File: config.mk
export PLATFORM = sky130hd
export DESIGN_NAME = chan_map
export DESIGN_NICKNAME = d
export VERILOG_FILES = /design/src/hw/chan_map_pkg.sv /design/src/hw/chan_addr_mux.sv /design/src/hw/chan_map.sv
export VERILOG_INCLUDE_DIRS = /design/src /design/src/hw
export SDC_FILE = /design/constraint.sdc
export NUM_CORES = 1
export LEC_CHECK = 0
export CAP_MARGIN = 20
export CELL_PAD_IN_SITES_DETAIL_PLACEMENT = 0
export CELL_PAD_IN_SITES_GLOBAL_PLACEMENT = 2
export CORE_UTILIZATION = 44
export CTS_CLUSTER_SIZE = 28
export DETAILED_ROUTE_END_ITERATION = 12
export DONT_BUFFER_PORTS = 1
export PLACE_DENSITY = 0.89
export SLEW_MARGIN = 20
export SYNTH_ARGS = -nofsm -noshare
export SYNTH_HDL_FRONTEND = slang
export SYNTH_HIERARCHICAL = 1
export SYNTH_SLANG_ARGS = --single-unit
export TNS_END_PERCENT = 5
File: constraint.sdc
create_clock -name clock -period 2.1 [get_ports clock]
set_input_delay 0.21 -clock clock [delete_from_list [all_inputs] [get_ports clock]]
set_output_delay 0.21 -clock clock [all_outputs]
set_load 0.005 [all_outputs]
File: src/hw/chan_map_regs.svh
// constants for the coordinate to channel address mapping block
// assumes: included by the package and the design modules by bare name
//
// How it works
// - channel address is twelve bits, each with its own source select
// - ten-bit x and y coordinate inputs
// - unselected address bits are forced zero
// - used bits fill lowest addresses, rest zero
// - at most twelve coordinate bits, y-only allowed
// - partial coordinate uses its top bits
// - each axis maps ascending onto contiguous run
// - default: y7..0 low, x7..4 high
// - x-only: x7..1 to a6..0, rest zero
// - square pixels: y7..2 low, x7..2 high
`ifndef CHAN_MAP_REGS_SVH
`define CHAN_MAP_REGS_SVH

// ************************************************************
// widths
// ************************************************************
`define ADDR_W        12
`define COORD_W       10
`define SEL_IDX_W     4

// ************************************************************
// per-bit source codes: field [5:4] kind, [3:0] coordinate bit index
// ************************************************************
`define SRC_KIND_ZERO 2'h0
`define SRC_KIND_X    2'h1
`define SRC_KIND_Y    2'h2
`define SRC_CODE_W    6
`define SRC_KIND_LSB  4

// ************************************************************
// preset mapping selections
// ************************************************************
`define PRESET_W          2
`define PRESET_DEFAULT    2'h0
`define PRESET_X_ONLY     2'h1
`define PRESET_SQUARE     2'h2
`define PRESET_CUSTOM     2'h3

// preset field widths and positions
`define DEF_Y_LSB     4'h0
`define DEF_Y_CNT     4'h8
`define DEF_X_LSB     4'h4
`define DEF_X_CNT     4'h4
`define XO_X_LSB      4'h1
`define XO_X_CNT      4'h7
`define SQ_Y_LSB      4'h2
`define SQ_Y_CNT      4'h6
`define SQ_X_LSB      4'h2
`define SQ_X_CNT      4'h6
`define NONE_CNT      4'h0

`endif

File: src/hw/chan_map_pkg.sv
// types for the coordinate to channel address mapping block
// assumes: chan_map_regs.svh is on the include path
`include "chan_map_regs.svh"

package chan_map_pkg;

    typedef logic [`ADDR_W-1:0]     chan_addr_t;
    typedef logic [`COORD_W-1:0]    coord_t;
    typedef logic [`SEL_IDX_W-1:0]  bit_idx_t;
    typedef logic [`PRESET_W-1:0]   preset_t;

    // which axis feeds the low address bits
    typedef enum logic {
        low_y = 1'b0,
        low_x = 1'b1
    } low_axis_e;

endpackage

File: src/hw/chan_addr_mux.sv
// one address bit source selector per channel address bit
// assumes: select codes are held stable by the caller
`timescale 1ns/100ps
`default_nettype none
`include "chan_map_regs.svh"

module chan_addr_mux
    import chan_map_pkg::*;
(
    input  wire logic [`COORD_W-1:0]              x_coord,
    input  wire logic [`COORD_W-1:0]              y_coord,
    input  wire logic [`ADDR_W*`SRC_CODE_W-1:0]   src_codes,
    output logic      [`ADDR_W-1:0]               addr
);

    // ************************************************************
    // per-bit selection
    // ************************************************************

    // pick one source for a single address bit; bad index reads zero
    function automatic logic pick_bit(input logic [`SRC_CODE_W-1:0] code,
                                      input coord_t xc,
                                      input coord_t yc);
        logic [1:0] kind;
        bit_idx_t   idx;
        logic       val;
        kind = code[`SRC_CODE_W-1:`SRC_KIND_LSB];
        idx  = code[`SRC_KIND_LSB-1:0];
        val  = 1'b0;
        if (idx < bit_idx_t'(`COORD_W)) begin
            if (kind == `SRC_KIND_X) begin
                val = xc[idx];
            end else if (kind == `SRC_KIND_Y) begin
                val = yc[idx];
            end
        end
        return val; // zero kind never floats
    endfunction

    genvar g;
    generate
        for (g = 0; g < `ADDR_W; g = g + 1) begin : g_bit
            // each address bit has its own selector
            assign addr[g] = pick_bit(src_codes[g*`SRC_CODE_W +: `SRC_CODE_W], x_coord, y_coord);
        end
    endgenerate

endmodule // chan_addr_mux

`default_nettype wire

File: src/hw/chan_map.sv
// coordinate to histogram channel address mapping, registered output
// assumes: coordinates synchronous to clock; mapping straps held stable
`timescale 1ns/100ps
`default_nettype none
`include "chan_map_regs.svh"

module chan_map
    import chan_map_pkg::*;
(
    input  wire logic                    clock,
    input  wire logic                    resetn,
    input  wire logic [`COORD_W-1:0]     x_coord,
    input  wire logic [`COORD_W-1:0]     y_coord,
    input  wire logic                    coord_valid,
    input  wire logic [`PRESET_W-1:0]    preset_sel,
    input  wire logic                    custom_low_x,
    input  wire logic [`SEL_IDX_W-1:0]   custom_x_cnt,
    input  wire logic [`SEL_IDX_W-1:0]   custom_y_cnt,
    input  wire logic [`SEL_IDX_W-1:0]   x_res_msb,
    input  wire logic [`SEL_IDX_W-1:0]   y_res_msb,
    input  wire logic                    y_only_source,
    output logic      [`ADDR_W-1:0]      chan_addr,
    output logic                         chan_valid,
    output logic                         map_error
);

    // ************************************************************
    // reset release
    // ************************************************************

    logic rst_meta;
    logic rst_sync_n;

    // two-stage release keeps deassertion clean to this clock
    always_ff @(posedge clock or negedge resetn) begin
        if (!resetn) begin
            rst_meta   <= 1'b0;
            rst_sync_n <= 1'b0;
        end else begin
            rst_meta   <= 1'b1;
            rst_sync_n <= rst_meta;
        end
    end

    // ************************************************************
    // mapping capture
    // ************************************************************

    // mapping is latched once after reset release and never moves
    // during accumulation; change needs a reset
    logic      cfg_taken;
    preset_t   cfg_preset;
    logic      cfg_low_x;
    bit_idx_t  cfg_x_cnt;
    bit_idx_t  cfg_y_cnt;
    bit_idx_t  cfg_x_msb;
    bit_idx_t  cfg_y_msb;
    logic      cfg_y_only;
    logic      next_cfg_taken;
    preset_t   next_cfg_preset;
    logic      next_cfg_low_x;
    bit_idx_t  next_cfg_x_cnt;
    bit_idx_t  next_cfg_y_cnt;
    bit_idx_t  next_cfg_x_msb;
    bit_idx_t  next_cfg_y_msb;
    logic      next_cfg_y_only;

    // take straps on first cycle after release
    always_comb begin
        next_cfg_taken  = cfg_taken;
        next_cfg_preset = cfg_preset;
        next_cfg_low_x  = cfg_low_x;
        next_cfg_x_cnt  = cfg_x_cnt;
        next_cfg_y_cnt  = cfg_y_cnt;
        next_cfg_x_msb  = cfg_x_msb;
        next_cfg_y_msb  = cfg_y_msb;
        next_cfg_y_only = cfg_y_only;
        if (!cfg_taken) begin
            next_cfg_taken  = 1'b1;
            next_cfg_preset = preset_sel;
            next_cfg_low_x  = custom_low_x;
            next_cfg_x_cnt  = custom_x_cnt;
            next_cfg_y_cnt  = custom_y_cnt;
            next_cfg_x_msb  = x_res_msb;
            next_cfg_y_msb  = y_res_msb;
            next_cfg_y_only = y_only_source;
        end
    end

    always_ff @(posedge clock or negedge rst_sync_n) begin
        if (!rst_sync_n) begin
            cfg_taken  <= 1'b0;
            cfg_preset <= `PRESET_DEFAULT;
            cfg_low_x  <= 1'b0;
            cfg_x_cnt  <= `NONE_CNT;
            cfg_y_cnt  <= `NONE_CNT;
            cfg_x_msb  <= `NONE_CNT;
            cfg_y_msb  <= `NONE_CNT;
            cfg_y_only <= 1'b0;
        end else begin
            cfg_taken  <= next_cfg_taken;
            cfg_preset <= next_cfg_preset;
            cfg_low_x  <= next_cfg_low_x;
            cfg_x_cnt  <= next_cfg_x_cnt;
            cfg_y_cnt  <= next_cfg_y_cnt;
            cfg_x_msb  <= next_cfg_x_msb;
            cfg_y_msb  <= next_cfg_y_msb;
            cfg_y_only <= next_cfg_y_only;
        end
    end

    // ************************************************************
    // source code table
    // ************************************************************

    logic [`ADDR_W*`SRC_CODE_W-1:0] src_codes;
    bit_idx_t                       x_lsb;
    bit_idx_t                       y_lsb;
    bit_idx_t                       x_cnt;
    bit_idx_t                       y_cnt;
    low_axis_e                      low_axis;
    logic                           cfg_bad;

    // derive per-axis slice: count bits ending at the axis top bit
    always_comb begin
        low_axis = low_y;
        x_cnt    = `NONE_CNT;
        y_cnt    = `NONE_CNT;
        x_lsb    = `NONE_CNT;
        y_lsb    = `NONE_CNT;
        case (cfg_preset)
            `PRESET_DEFAULT: begin
                y_lsb = `DEF_Y_LSB;
                y_cnt = `DEF_Y_CNT;
                x_lsb = `DEF_X_LSB;
                x_cnt = `DEF_X_CNT;
            end
            `PRESET_X_ONLY: begin
                low_axis = low_x;
                x_lsb    = `XO_X_LSB;
                x_cnt    = `XO_X_CNT;
            end
            `PRESET_SQUARE: begin
                y_lsb = `SQ_Y_LSB;
                y_cnt = `SQ_Y_CNT;
                x_lsb = `SQ_X_LSB;
                x_cnt = `SQ_X_CNT;
            end
            default: begin
                // custom slices take the top bits of each axis
                low_axis = low_axis_e'(cfg_low_x);
                x_cnt    = cfg_x_cnt;
                y_cnt    = cfg_y_cnt;
                x_lsb    = bit_idx_t'(cfg_x_msb + 4'h1 - cfg_x_cnt);
                y_lsb    = bit_idx_t'(cfg_y_msb + 4'h1 - cfg_y_cnt);
            end
        endcase
        // too many bits, x with y-only source, or custom slice running below bit 0
        cfg_bad = ({1'b0, x_cnt} + {1'b0, y_cnt} > 5'(`ADDR_W))
                || (cfg_y_only && (x_cnt != `NONE_CNT))
                || ({1'b0, x_cnt} > {1'b0, cfg_x_msb} + 5'h1 && cfg_preset == `PRESET_CUSTOM)
                || ({1'b0, y_cnt} > {1'b0, cfg_y_msb} + 5'h1 && cfg_preset == `PRESET_CUSTOM);
    end

    // build codes: low axis from bit 0 up, other axis right after it
    always_comb begin
        logic [4:0] pos;
        logic [4:0] lo_cnt;
        pos       = 5'h00;
        src_codes = '0;
        lo_cnt    = (low_axis == low_x) ? {1'b0, x_cnt} : {1'b0, y_cnt};
        for (int i = 0; i < `ADDR_W; i++) begin
            pos = 5'(i);
            if (cfg_bad) begin
                src_codes[i*`SRC_CODE_W +: `SRC_CODE_W] = {`SRC_KIND_ZERO, 4'h0};
            end else if (pos < lo_cnt) begin
                // ascending order within the run
                src_codes[i*`SRC_CODE_W +: `SRC_CODE_W] = (low_axis == low_x) ?
                    {`SRC_KIND_X, bit_idx_t'(x_lsb + pos[3:0])} :
                    {`SRC_KIND_Y, bit_idx_t'(y_lsb + pos[3:0])};
            end else if (pos < lo_cnt + ((low_axis == low_x) ? {1'b0, y_cnt} : {1'b0, x_cnt})) begin
                src_codes[i*`SRC_CODE_W +: `SRC_CODE_W] = (low_axis == low_x) ?
                    {`SRC_KIND_Y, bit_idx_t'(y_lsb + pos[3:0] - lo_cnt[3:0])} :
                    {`SRC_KIND_X, bit_idx_t'(x_lsb + pos[3:0] - lo_cnt[3:0])};
            end else begin
                // high bits unused stay grounded
                src_codes[i*`SRC_CODE_W +: `SRC_CODE_W] = {`SRC_KIND_ZERO, 4'h0};
            end
        end
    end

    // ************************************************************
    // address formation and output register
    // ************************************************************

    chan_addr_t mapped;

    chan_addr_mux u_mux (
        .x_coord   (x_coord),
        .y_coord   (y_coord),
        .src_codes (src_codes),
        .addr      (mapped)
    );

    chan_addr_t next_chan_addr;
    logic       next_chan_valid;
    logic       next_map_error;

    // hold last address; bad mapping never marks a sample valid
    always_comb begin
        next_chan_addr  = chan_addr;
        next_chan_valid = 1'b0;
        next_map_error  = cfg_taken && cfg_bad;
        if (coord_valid && cfg_taken && !cfg_bad) begin
            next_chan_addr  = mapped;
            next_chan_valid = 1'b1;
        end
    end

    always_ff @(posedge clock or negedge rst_sync_n) begin
        if (!rst_sync_n) begin
            chan_addr  <= '0;
            chan_valid <= 1'b0;
            map_error  <= 1'b0;
        end else begin
            chan_addr  <= next_chan_addr;
            chan_valid <= next_chan_valid;
            map_error  <= next_map_error;
        end
    end
endmodule // chan_map

`default_nettype wire

* Yosys cells after proc, flatten, opt, wreduce, memory -nomap -nowiden
Index checks and enable logic that the tools add are counted.
** Word-level totals
- Flip-flop bits (word level) :: 37
- Output and inout bits :: 14
** Cells by class
- Reductions and logical operators :: 14
- Order comparisons :: 51
- $add $sub $neg :: 54
- Eq/ne operators :: 27
- Mux-type cells :: 152
** Operator list (number)
- 6-bit two-way mux :: 60
- 4-bit subtractor :: 26
- 1-bit binary-select mux with 4-bit select :: 24
- 1-bit two-way mux :: 61
- 4-bit by 5-bit < comparator with 1-bit output (second input constant) :: 12
- 4-bit < comparator (second input constant) :: 12
- 4-bit case mux with 3 select lines :: 3
- 4-bit by 3-bit adder with 4-bit output (second input constant) :: 8
- 4-bit adder (second input constant) :: 8
- 2-bit equality test (second input constant) :: 14
- 2-bit by 1-bit equality test with 1-bit output (second input constant) :: 13
- 3-bit by 5-bit < comparator with 1-bit output (first input constant) :: 4
- 4-bit by 5-bit < comparator with 1-bit output (first input constant) :: 4
- 4-bit by 1-bit adder with 4-bit output (second input constant) :: 4
- 4-bit by 2-bit adder with 4-bit output (second input constant) :: 4
- 3-bit by 4-bit < comparator with 1-bit output (first input constant) :: 4
- 4-bit < comparator (first input constant) :: 4
- 4-bit by 1-bit adder with 5-bit output (second input constant) :: 2
- 4-bit by 4-bit adder with 5-bit output :: 2
- 4-bit by 5-bit > comparator with 1-bit output :: 2
- 1-bit by 5-bit < comparator with 1-bit output (first input constant) :: 2
- 2-bit by 5-bit < comparator with 1-bit output (first input constant) :: 2
- 1-bit by 4-bit < comparator with 1-bit output (first input constant) :: 2
- 2-bit by 4-bit < comparator with 1-bit output (first input constant) :: 2
- other kinds (10) :: 19

* Logic depth before layout (Yosys ltp)
Gate-level depths: netlist (run 1).
- Depth in word-level cells :: 14
- Mapped depth :: 25

* Hierarchy
Netlist (run 1), hierarchy kept.
** Modules (own cells, without submodules)
- chan_map :: cells an instance 752, seq. area each 925.9 sq um, area each 5774.3 sq um, times used 1
- chan_addr_mux :: cells an instance 235, seq. area each 0.0 sq um, area each 2458.6 sq um, times used 1

* Worst setup path after synthesis (run 1)
Ideal clock, no wire load.
- Path kind :: register to register
- Start point :: register cfg_preset[0]
- End point :: register chan_addr[7]
- Data required time :: 1975 ps
- Stages on the path, launching flop included :: 25
- Buffers on the path :: 8
- Setup slack :: -3400 ps
- Arrival :: 5375 ps
- Library setup time :: 125 ps
- Period minus slack after synthesis :: 5500 ps
- Cells stage by stage :: dfrtp_1 -> ha_1 -> buf_4 -> buf_6 -> buf_4 -> mux2_2 -> clkbuf_1 -> buf_1 -> clkbuf_1 -> a21oi_1 -> ha_1 -> ha_1 -> nor3_1 -> o211ai_1 -> a2111oi_4 -> buf_4 -> nor3_1 -> a21oi_1 -> nor2_1 -> buf_6 -> mux4_1 -> mux2i_1 -> or3_1 -> o311ai_1 -> mux2_2
** Between the ends
- Cells in the longest elaborated chain, start to end :: 14
- Elaborated cells on any way between the ends :: 48
** Ends and longest elaborated chain
- start: declaration :: line chan_map.sv:52 : preset_t cfg_preset;
- start signal: assignment :: line chan_map.sv:93 : cfg_preset <= `PRESET_DEFAULT;
- start signal: assignment :: line chan_map.sv:102 : cfg_preset <= next_cfg_preset;
- 2-bit by 1-bit equality test with 1-bit output (tied with other cells) :: line chan_map.sv:131 : case (cfg_preset)
- 2-bit OR reduction (no source line)
- 4-bit case mux with 2 select lines / 1-bit case mux with 2 select lines (equally long branches) :: line chan_map.sv:131
- 4-bit by 3-bit adder with 4-bit output (tied with other cells) :: line chan_map.sv:180, chan_map.sv:183
- 4-bit subtractor (tied with other cells) :: line chan_map.sv:183 : {`SRC_KIND_Y, bit_idx_t'(y_lsb + pos[3:0] - lo_cnt[3:0])} :
- 6-bit two-way mux / 3-bit by 5-bit < comparator with 1-bit output (equally long branches) :: line chan_map.sv:182, chan_map.sv:181
- 6-bit two-way mux :: line chan_map.sv:181 : end else if (pos < lo_cnt + ((low_axis == low_x) ? {1'b0, y_cnt} : {1'b0, x_cnt})) begin
- 6-bit two-way mux :: line chan_map.sv:176 : end else if (pos < lo_cnt) begin
- 6-bit two-way mux (*) :: line chan_map.sv:174 : if (cfg_bad) begin
- via src_codes[42] :: line chan_map.sv:116 : logic [`ADDR_W*`SRC_CODE_W-1:0] src_codes;
- 1-bit binary-select mux with 4-bit select :: line chan_addr_mux.sv:34 : val = yc[idx];
- 1-bit two-way mux (implied by the code) :: line chan_addr_mux.sv:34
- 1-bit two-way mux :: line chan_addr_mux.sv:33 : end else if (kind == `SRC_KIND_Y) begin
- 1-bit two-way mux :: line chan_addr_mux.sv:31 : if (kind == `SRC_KIND_X) begin
- 1-bit two-way mux (*) :: line chan_addr_mux.sv:30 : if (idx < bit_idx_t'(`COORD_W)) begin
- via mapped[7] :: line chan_map.sv:196 : chan_addr_t mapped;
- end signal: assignment :: line chan_map.sv:226 : chan_addr <= next_chan_addr;
- end: declaration :: line chan_map.sv:22 : output logic [`ADDR_W-1:0] chan_addr,
The timed path passes the listed nets; every way through them passes the cells marked *. The select of a mux whose other input is x is not followed.
A chain may end at the register's enable or synchronous reset.

* Final worst setup path (run 1)
- Start point :: register cfg_preset[1]
- End point :: register chan_addr[10]
** Between the ends
- Cells in the longest elaborated chain, start to end :: 14
- Elaborated cells on any way between the ends :: 48
** Ends and longest elaborated chain (line)
- 2-bit by 1-bit equality test with 1-bit output (tied with other cells) :: chan_map.sv:131
- 2-bit OR reduction (no source line)
- 4-bit case mux with 2 select lines / 1-bit case mux with 2 select lines (equally long branches) :: chan_map.sv:131
- 4-bit adder (tied with other cells) :: chan_map.sv:180, chan_map.sv:183
- 4-bit subtractor (tied with other cells) :: chan_map.sv:183
- 6-bit two-way mux / 4-bit by 5-bit < comparator with 1-bit output (equally long branches) :: chan_map.sv:182, chan_map.sv:181
- 6-bit two-way mux :: chan_map.sv:181
- 6-bit two-way mux :: chan_map.sv:176
- 6-bit two-way mux (*) :: chan_map.sv:174
- via src_codes[60] :: chan_map.sv:116
- 1-bit binary-select mux with 4-bit select :: chan_addr_mux.sv:34
- 1-bit two-way mux (implied by the code) :: chan_addr_mux.sv:34
- 1-bit two-way mux :: chan_addr_mux.sv:33
- 1-bit two-way mux :: chan_addr_mux.sv:31
- 1-bit two-way mux (*) :: chan_addr_mux.sv:30
- via mapped[10] :: chan_map.sv:196
Marks and branches as above.

==> results.yml, run 1 <==
logic_synthesis:
  syn_area_um2: 8230
  async_flop_share_pct: 100
  synth_area_leaders: "dfrtp_1 (11%), mux2i_1 (10%), mux4_1 (9.3%)"
  synth_top_family_by_area: "multiplexers"
  syn_area_per_cell_um2: 8.34
  muxShareOfSynthArea_pct: 28.4
  synth-seq-area-share_pct: 11.2
  synth-simple-area-share_pct: 17.2
  ys.flop_type: "dfrtp_1"
  synth_xor_area_share_pct: 7.34
  syn_inst: 987
  synth_compound_area_share_pct: 20.0
  ys_warn_count: 6
  synth_top_area_share_pct: 11.2
  ys_ff_latch: 37
  yosysTopAreaCell: "dfrtp_1"
  synthAdderAreaFrac_pct: 8.30
  yosysUniqueCellTypes: 76
  synth-edff-count: 0
cells_and_area:
  final_cell_mix: "buf_4 (283), nor2_1 (91), mux2i_1 (74)"
  drive_gt1_share_pct: 37.3
  multi_input_area_um2: 7070
  n_antenna_cell: 0
  finalInstanceArea_um2: 11000
  layout.nets: 1306
  syn2layout_area_growth_pct: 33.4
  seq_area_um2: 928
  layout_commonest_cell: "buf_4"
  num-fill-cells: 1592
clock_network:
  cts_made_buffers: 5
  cts.sinks: 37
  clockBufferDepth: 2
  h-tree-depth: 2
  cts_tree: "yes"
  clock_latency_ns: 0.29
  clk_pin_slew_worst_paths_ns: 0.06
  root_buffer: "clkbuf_16"
setup_path:
  critPathKind: "reg -> reg"
  endpoint: "chan_addr[10]"
  cp.required_ns: 2.28
  startpoint: "cfg_preset[1]"
  r2r_start: "cfg_preset[1]"
  arrival_ns: 4.69
  worst_setup_path_start_kind: "flip-flop"
  r2r_end: "chan_addr[10]"
  critPathMaxFanout: 6
  crit_path_end_kind: "flip-flop"
  regToRegSetupSlack_ns: -2.42
  worst-r2r-cell-count: 20
drt:
  routed_wl_um: 30500
  wl_per_cell_um: 21.1
  via_per_inst: 6.10
  ant_nets: 0
  drtIter0Drc: 762
  drc: 0
  first_pass_iters: 5
  vias: 8792
power:
  p_leak_nw: 4.69
  vdd_ir_drop_max_mv: 0.660
  total_power_mw: 10.5
  pwr_density_cell_nw_per_um2: 956
placed_design:
  dp_hpwl_um: 23600
  port_buffers: 0
  placed_cell_area_um2: 10400
  place.gp.congestion: 0.914
status:
  violations: "negative setup slack"
  status: "finished with violations"
grt:
  antenna_found_initial: 2
  track_usage_pct: 31.9
  met1_usage_pct: 43.8
  grt_max_degree: 36
  grtUsageMet3_pct: 6.18
  grtUsageMet2_pct: 51.3
  busiest_layer: "met2"
  grt_pass1_wl_um: 48000
  grt_remaining_overflow: 0
  grt_pass1_vias: 8756
floorplan:
  pin_count: 57
  start_util_pct: 45.4
  die_w_um: 139
  rows: 49
  die-height_um: 139
  die_area_um2: 19300
  floorplan.core_area_um2: 18100
timing:
  finalSetupViolations: 14
  skew_ns: 0.00699
  period_minus_slack_ns: 4.52
  final.setup.worst_slack_ns: -2.42
  worst_pin_slew_ns: 0.647
  relSlewSlack_pct: 56.9
  hold_violations: 0
  slew_viol_final: 0
  grt_setup_unrepaired: "yes"
  tns_ns: -29.83
  hold_ws_ns: 0.0659
  fmax_mhz: 221
  post-route-period-util_pct: 215
flow_run:
  cap_viol_max_count: 0
worst_hold_path:
  min_from: "custom_low_x"
  hold_class: "in -> reg"
sequential cells by signal, indices dropped and copies added, names as in the netlist:
register	count
cfg_y_only	1
cfg_y_msb	4
rst_sync_n	1
rst_meta	1
map_error	1
cfg_y_cnt	4
cfg_preset	2
chan_addr	12
cfg_taken	1
cfg_low_x	1
chan_valid	1
cfg_x_cnt	4
cfg_x_msb	4
synth_stat cells, types with 31 or more instances:
library cell and n:
nand3_1 35, mux2i_1 82, inv_1 50, ha_1 45
clkbuf_1 43, a22oi_1 31, nand2b_1 34, nand2_1 69
xnor2_1 46, dfrtp_1 37, mux2_2 39, nor2_1 98
a21oi_1 66
per-stage QoR:
step / setup WS (ns) / util, % / instances
after floorplan: -2.81 / - / 988
after global placement: -2.48 / 57.4 / 1424
after detailed placement: -2.60 / 57.4 / 1424
after CTS: -2.40 / 59.3 / 1437
after global routing: -2.59 / 60.5 / 1442
final: -2.42 / 60.5 / 1442
what timing repair did:
action	CTS	global route
setup endpoints to repair	14	14
hold buffers	1	0
setup buffers	4	5
pin swaps	10	15
endpoints found under the hold margin	2	0
gates cloned	0	0
gates resized for setup	38	42
worst max-delay path, stage by stage, from the launching register on:
cell and delay, ns:
dfrtp_2 0.42, inv_2 0.08, ha_2 0.19, mux2_4 0.31
a21oi_2 0.13, a21oi_2 0.06, ha_2 0.21, and3_4 0.15
a32o_2 0.23, o211ai_1 0.29, a2111oi_4 0.13, clkbuf_16 0.18
buf_12 0.12, buf_4 0.14, a2111o_1 0.35, o22ai_2 0.20
buf_6 0.14, mux4_2 0.51, o211ai_1 0.19, nand3_1 0.09
mux2_2 0.26
final cells by class:
cell class	instances	share of cell area (%)
Clock buffer	5	1.14
Clock inverter	3	0.159
Inverter	52	1.79
Multi-Input combinational cell	818	64.4
Sequential cell	37	8.45
Tap cell	229	2.61
Timing Repair Buffer	298	21.5
worst min path at each step:
stage / to / slack (ns) / cells after the start
4_1_cts: cfg_x_msb[0] / 0.06 / 1
3_3_place_gp: rst_meta / -0.09 / 0
5_1_grt: cfg_x_msb[0] / 0.06 / 1
3_5_place_dp: rst_meta / -0.09 / 0
6_report: cfg_low_x / 0.07 / 1
2_1_floorplan: rst_meta / -0.09 / 0
cell families (layout without fill, tap and decap cells):
family	Yosys count	in the layout
other cells	1	2
xor+xnor	66	66
flops	37	37
fa+ha+maj	51	51
mux	164	164
compound gates	237	237
buf+inv	133	358
simple gates	298	298
routing by layer:
| metal | part of all wire, % | wire length (µm) | vias to the layer above |
|---|---|---|---|
| li1 | - | - | 4093 |
| met1 | 44 | 13500 | 4263 |
| met2 | 45 | 13600 | 371 |
| met3 | 8.7 | 2660 | 63 |
| met4 | 2.3 | 699 | 2 |
| met5 | 0.026 | 8 | - |
power breakdown:
group,switching [mW],internal [mW],leakage [nW]
sequential,0.142,0.851,0.456
clock,0.324,0.436,0.0696
combinational,4.39,4.36,4.16
total,4.86,5.65,4.69
(Power assumes the default switching activity.)
==> inputs of run 2 (changes only) <==
--- a/config.mk
+++ b/config.mk
@@ -13,7 +13,7 @@
 export CTS_CLUSTER_SIZE = 28
 export DETAILED_ROUTE_END_ITERATION = 12
 export DONT_BUFFER_PORTS = 1
-export PLACE_DENSITY = 0.89
+export PLACE_DENSITY_LB_ADDON = 0.1
 export SLEW_MARGIN = 20
 export SYNTH_ARGS = -nofsm -noshare
 export SYNTH_HDL_FRONTEND = slang
==> run 2 against run 1 <==
The flow still finishes with violations (negative setup slack). Clock skew up 0.0044 ns. Count of clock-buffer cells in the layout up 1. Combinational power up 15%. Wire length up 11%. Sequential cell count unchanged. Register-to-register slack better by 0.02 ns. Critical path type unchanged.
==> results.yml, run 2 (same netlist as run 1, synthesis figures left out) <==
status:
  status: "finished with violations"
  violations: "negative setup slack"
grt:
  antenna_found_initial: 0
  grt_max_degree: 34
  grt_remaining_overflow: 0
  track_usage_pct: 34.9
  grt_pass1_wl_um: 52100
  grt_pass1_vias: 9519
setup_path:
  critPathMaxFanout: 4
  critPathKind: "reg -> reg"
  cp_slowest_stage_delay_ns: 0.43
  arrival_ns: 4.68
  worst_setup_path_start_kind: "flip-flop"
  crit_path_end_kind: "flip-flop"
  slowest_stage: "dfrtp_2"
  cp_cell_sequence: "buf_4 > ha_1 > xnor2_1 > mux2i_4 > a21oi_2 > nor2_2 > ha_4 > o31ai_2 > mux2_4 > o41ai_4 > buf_4 > buf_4 > a211oi_4 > buf_4 > a22oi_1 > nor2_1 > mux4_2 > mux2i_1 > or3_4 > o311ai_4 > mux2_4"
  cp.required_ns: 2.28
  cp_common_cell: "buf_4"
drt:
  ant_nets: 0
  drtIter0Drc: 721
  first_pass_iters: 6
  via_per_inst: 6.23
  drc: 0
  routed_wl_um: 33700
  wl_per_cell_um: 22.7
  vias: 9259
cells_and_area:
  syn2layout_area_growth_pct: 41.3
  fin_util_pct: 64.1
  final_cell_mix: "buf_4 (321), nor2_1 (88), mux2i_1 (73)"
  layout_commonest_cell: "buf_4"
  drive_gt1_share_pct: 41.5
  largest_reg_flops: 12
  n_antenna_cell: 0
  layout.nets: 1350
  largest_register: "chan_addr"
timing:
  final.setup.worst_slack_ns: -2.40
  grt_setup_unrepaired: "yes"
  hold_ws_ns: 0.0702
  relSlewSlack_pct: 54.5
  slew_viol_final: 0
  fmax_mhz: 222
  worst_pin_slew_ns: 0.682
  post-route-period-util_pct: 214
  period_minus_slack_ns: 4.50
  hold_violations: 0
  skew_ns: 0.0114
  finalSetupViolations: 14
floorplan:
  die-height_um: 139
  floorplan.core_area_um2: 18100
  die_area_um2: 19300
  die_w_um: 139
  pin_count: 57
  start_util_pct: 45.4
  rows: 49
clock_network:
  clock_latency_ns: 0.29
  clk_pin_slew_worst_paths_ns: 0.07
  clockBufferDepth: 2
  root_buffer: "clkbuf_16"
  h-tree-depth: 2
  cts_made_buffers: 5
  cts_tree: "yes"
  cts.sinks: 37
flow_run:
  cap_viol_max_count: 0
power:
  pwr_density_cell_nw_per_um2: 1020
  total_power_mw: 11.9
  p_leak_nw: 4.96
  vdd_ir_drop_max_mv: 0.541
placed_design:
  dp_hpwl_um: 26300
  port_buffers: 0
  place.gp.congestion: 0.948
  post-place-ws_ns: -2.62
worst_hold_path:
  hold_class: "in -> reg"
[run 2: repair_timing]
item                                    CTS  global route
hold buffers                              1             0
endpoints found under the setup margin   14            14
pin swaps                                30            32
setup buffers                            15             7
resized for setup                        93            48
endpoints found under the hold margin     2             0
gates cloned                              1             0
[run 2: final timing paths]
path / endpoint / slack [ns] / start / cells past startpoint
hold / removal: cfg_x_msb[0] / 0.07 / x_res_msb[0] / 1
setup reg to reg: chan_addr[9] / -2.40 / cfg_preset[1] / 21
min in group asynchronous: rst_sync_n / 0.14 / resetn / 1
hold reg to reg: chan_addr[10] / 0.29 / rst_sync_n / 0
setup / recovery: chan_addr[9] / -2.40 / cfg_preset[1] / 21
max in group asynchronous: cfg_preset[0] / 1.04 / rst_sync_n / 1
[run 2: final cells by class]
| class | count | area (µm²) |
|---|---|---|
| multi-input combinational | 818 | 7370 |
| clock inverter | 2 | 10.0 |
| fill | 1554 | 6520 |
| tap | 229 | 287 |
| timing repair buffer | 342 | 2710 |
| inverter | 52 | 199 |
| clock buffer | 6 | 129 |
| sequential | 37 | 928 |
[run 2: routing by layer]
metal  part of all wire [%]  routed length [µm]  vias to the layer above  track usage (%)
met2                     47               15800                      452             58.4
li1                       -                   -                     4177                -
met5                      0                   0                        -                0
met4                    3.4                1150                        0             13.4
met3                    8.6                2910                       96             5.87
met1                     41               13900                     4534             45.1
[run 2: worst max-delay path, delay by kind of cell (launching register included)]
kind / cells / cell delay [ns]
buffers and inverters: 4 / 0.66
AND/OR/NAND/NOR: 3 / 0.47
multiplexers: 5 / 1.14
adder cells (fa/ha/maj): 2 / 0.44
flip-flops: 1 / 0.43
XOR/XNOR: 1 / 0.31
AO/OA/AOI/OAI: 6 / 0.95
[run 2: power breakdown]
| part | internal [mW] | total (mW) | leakage (nW) | switching (mW) |
|---|---|---|---|---|
| logic | 5.04 | 10.1 | 4.44 | 5.06 |
| registers | 0.851 | 0.996 | 0.456 | 0.144 |
| clock network | 0.437 | 0.755 | 0.0706 | 0.318 |
[run 2: metrics by stage]
stage               std cells  cell area [µm²]  TNS [ns]
finish                   1486            11600    -30.43
global placement         1458            10700    -31.18
floorplan                 988             8350    -34.14
CTS                      1480            11400    -30.12
global route             1486            11600    -32.64
detailed placement       1458            10700    -32.39
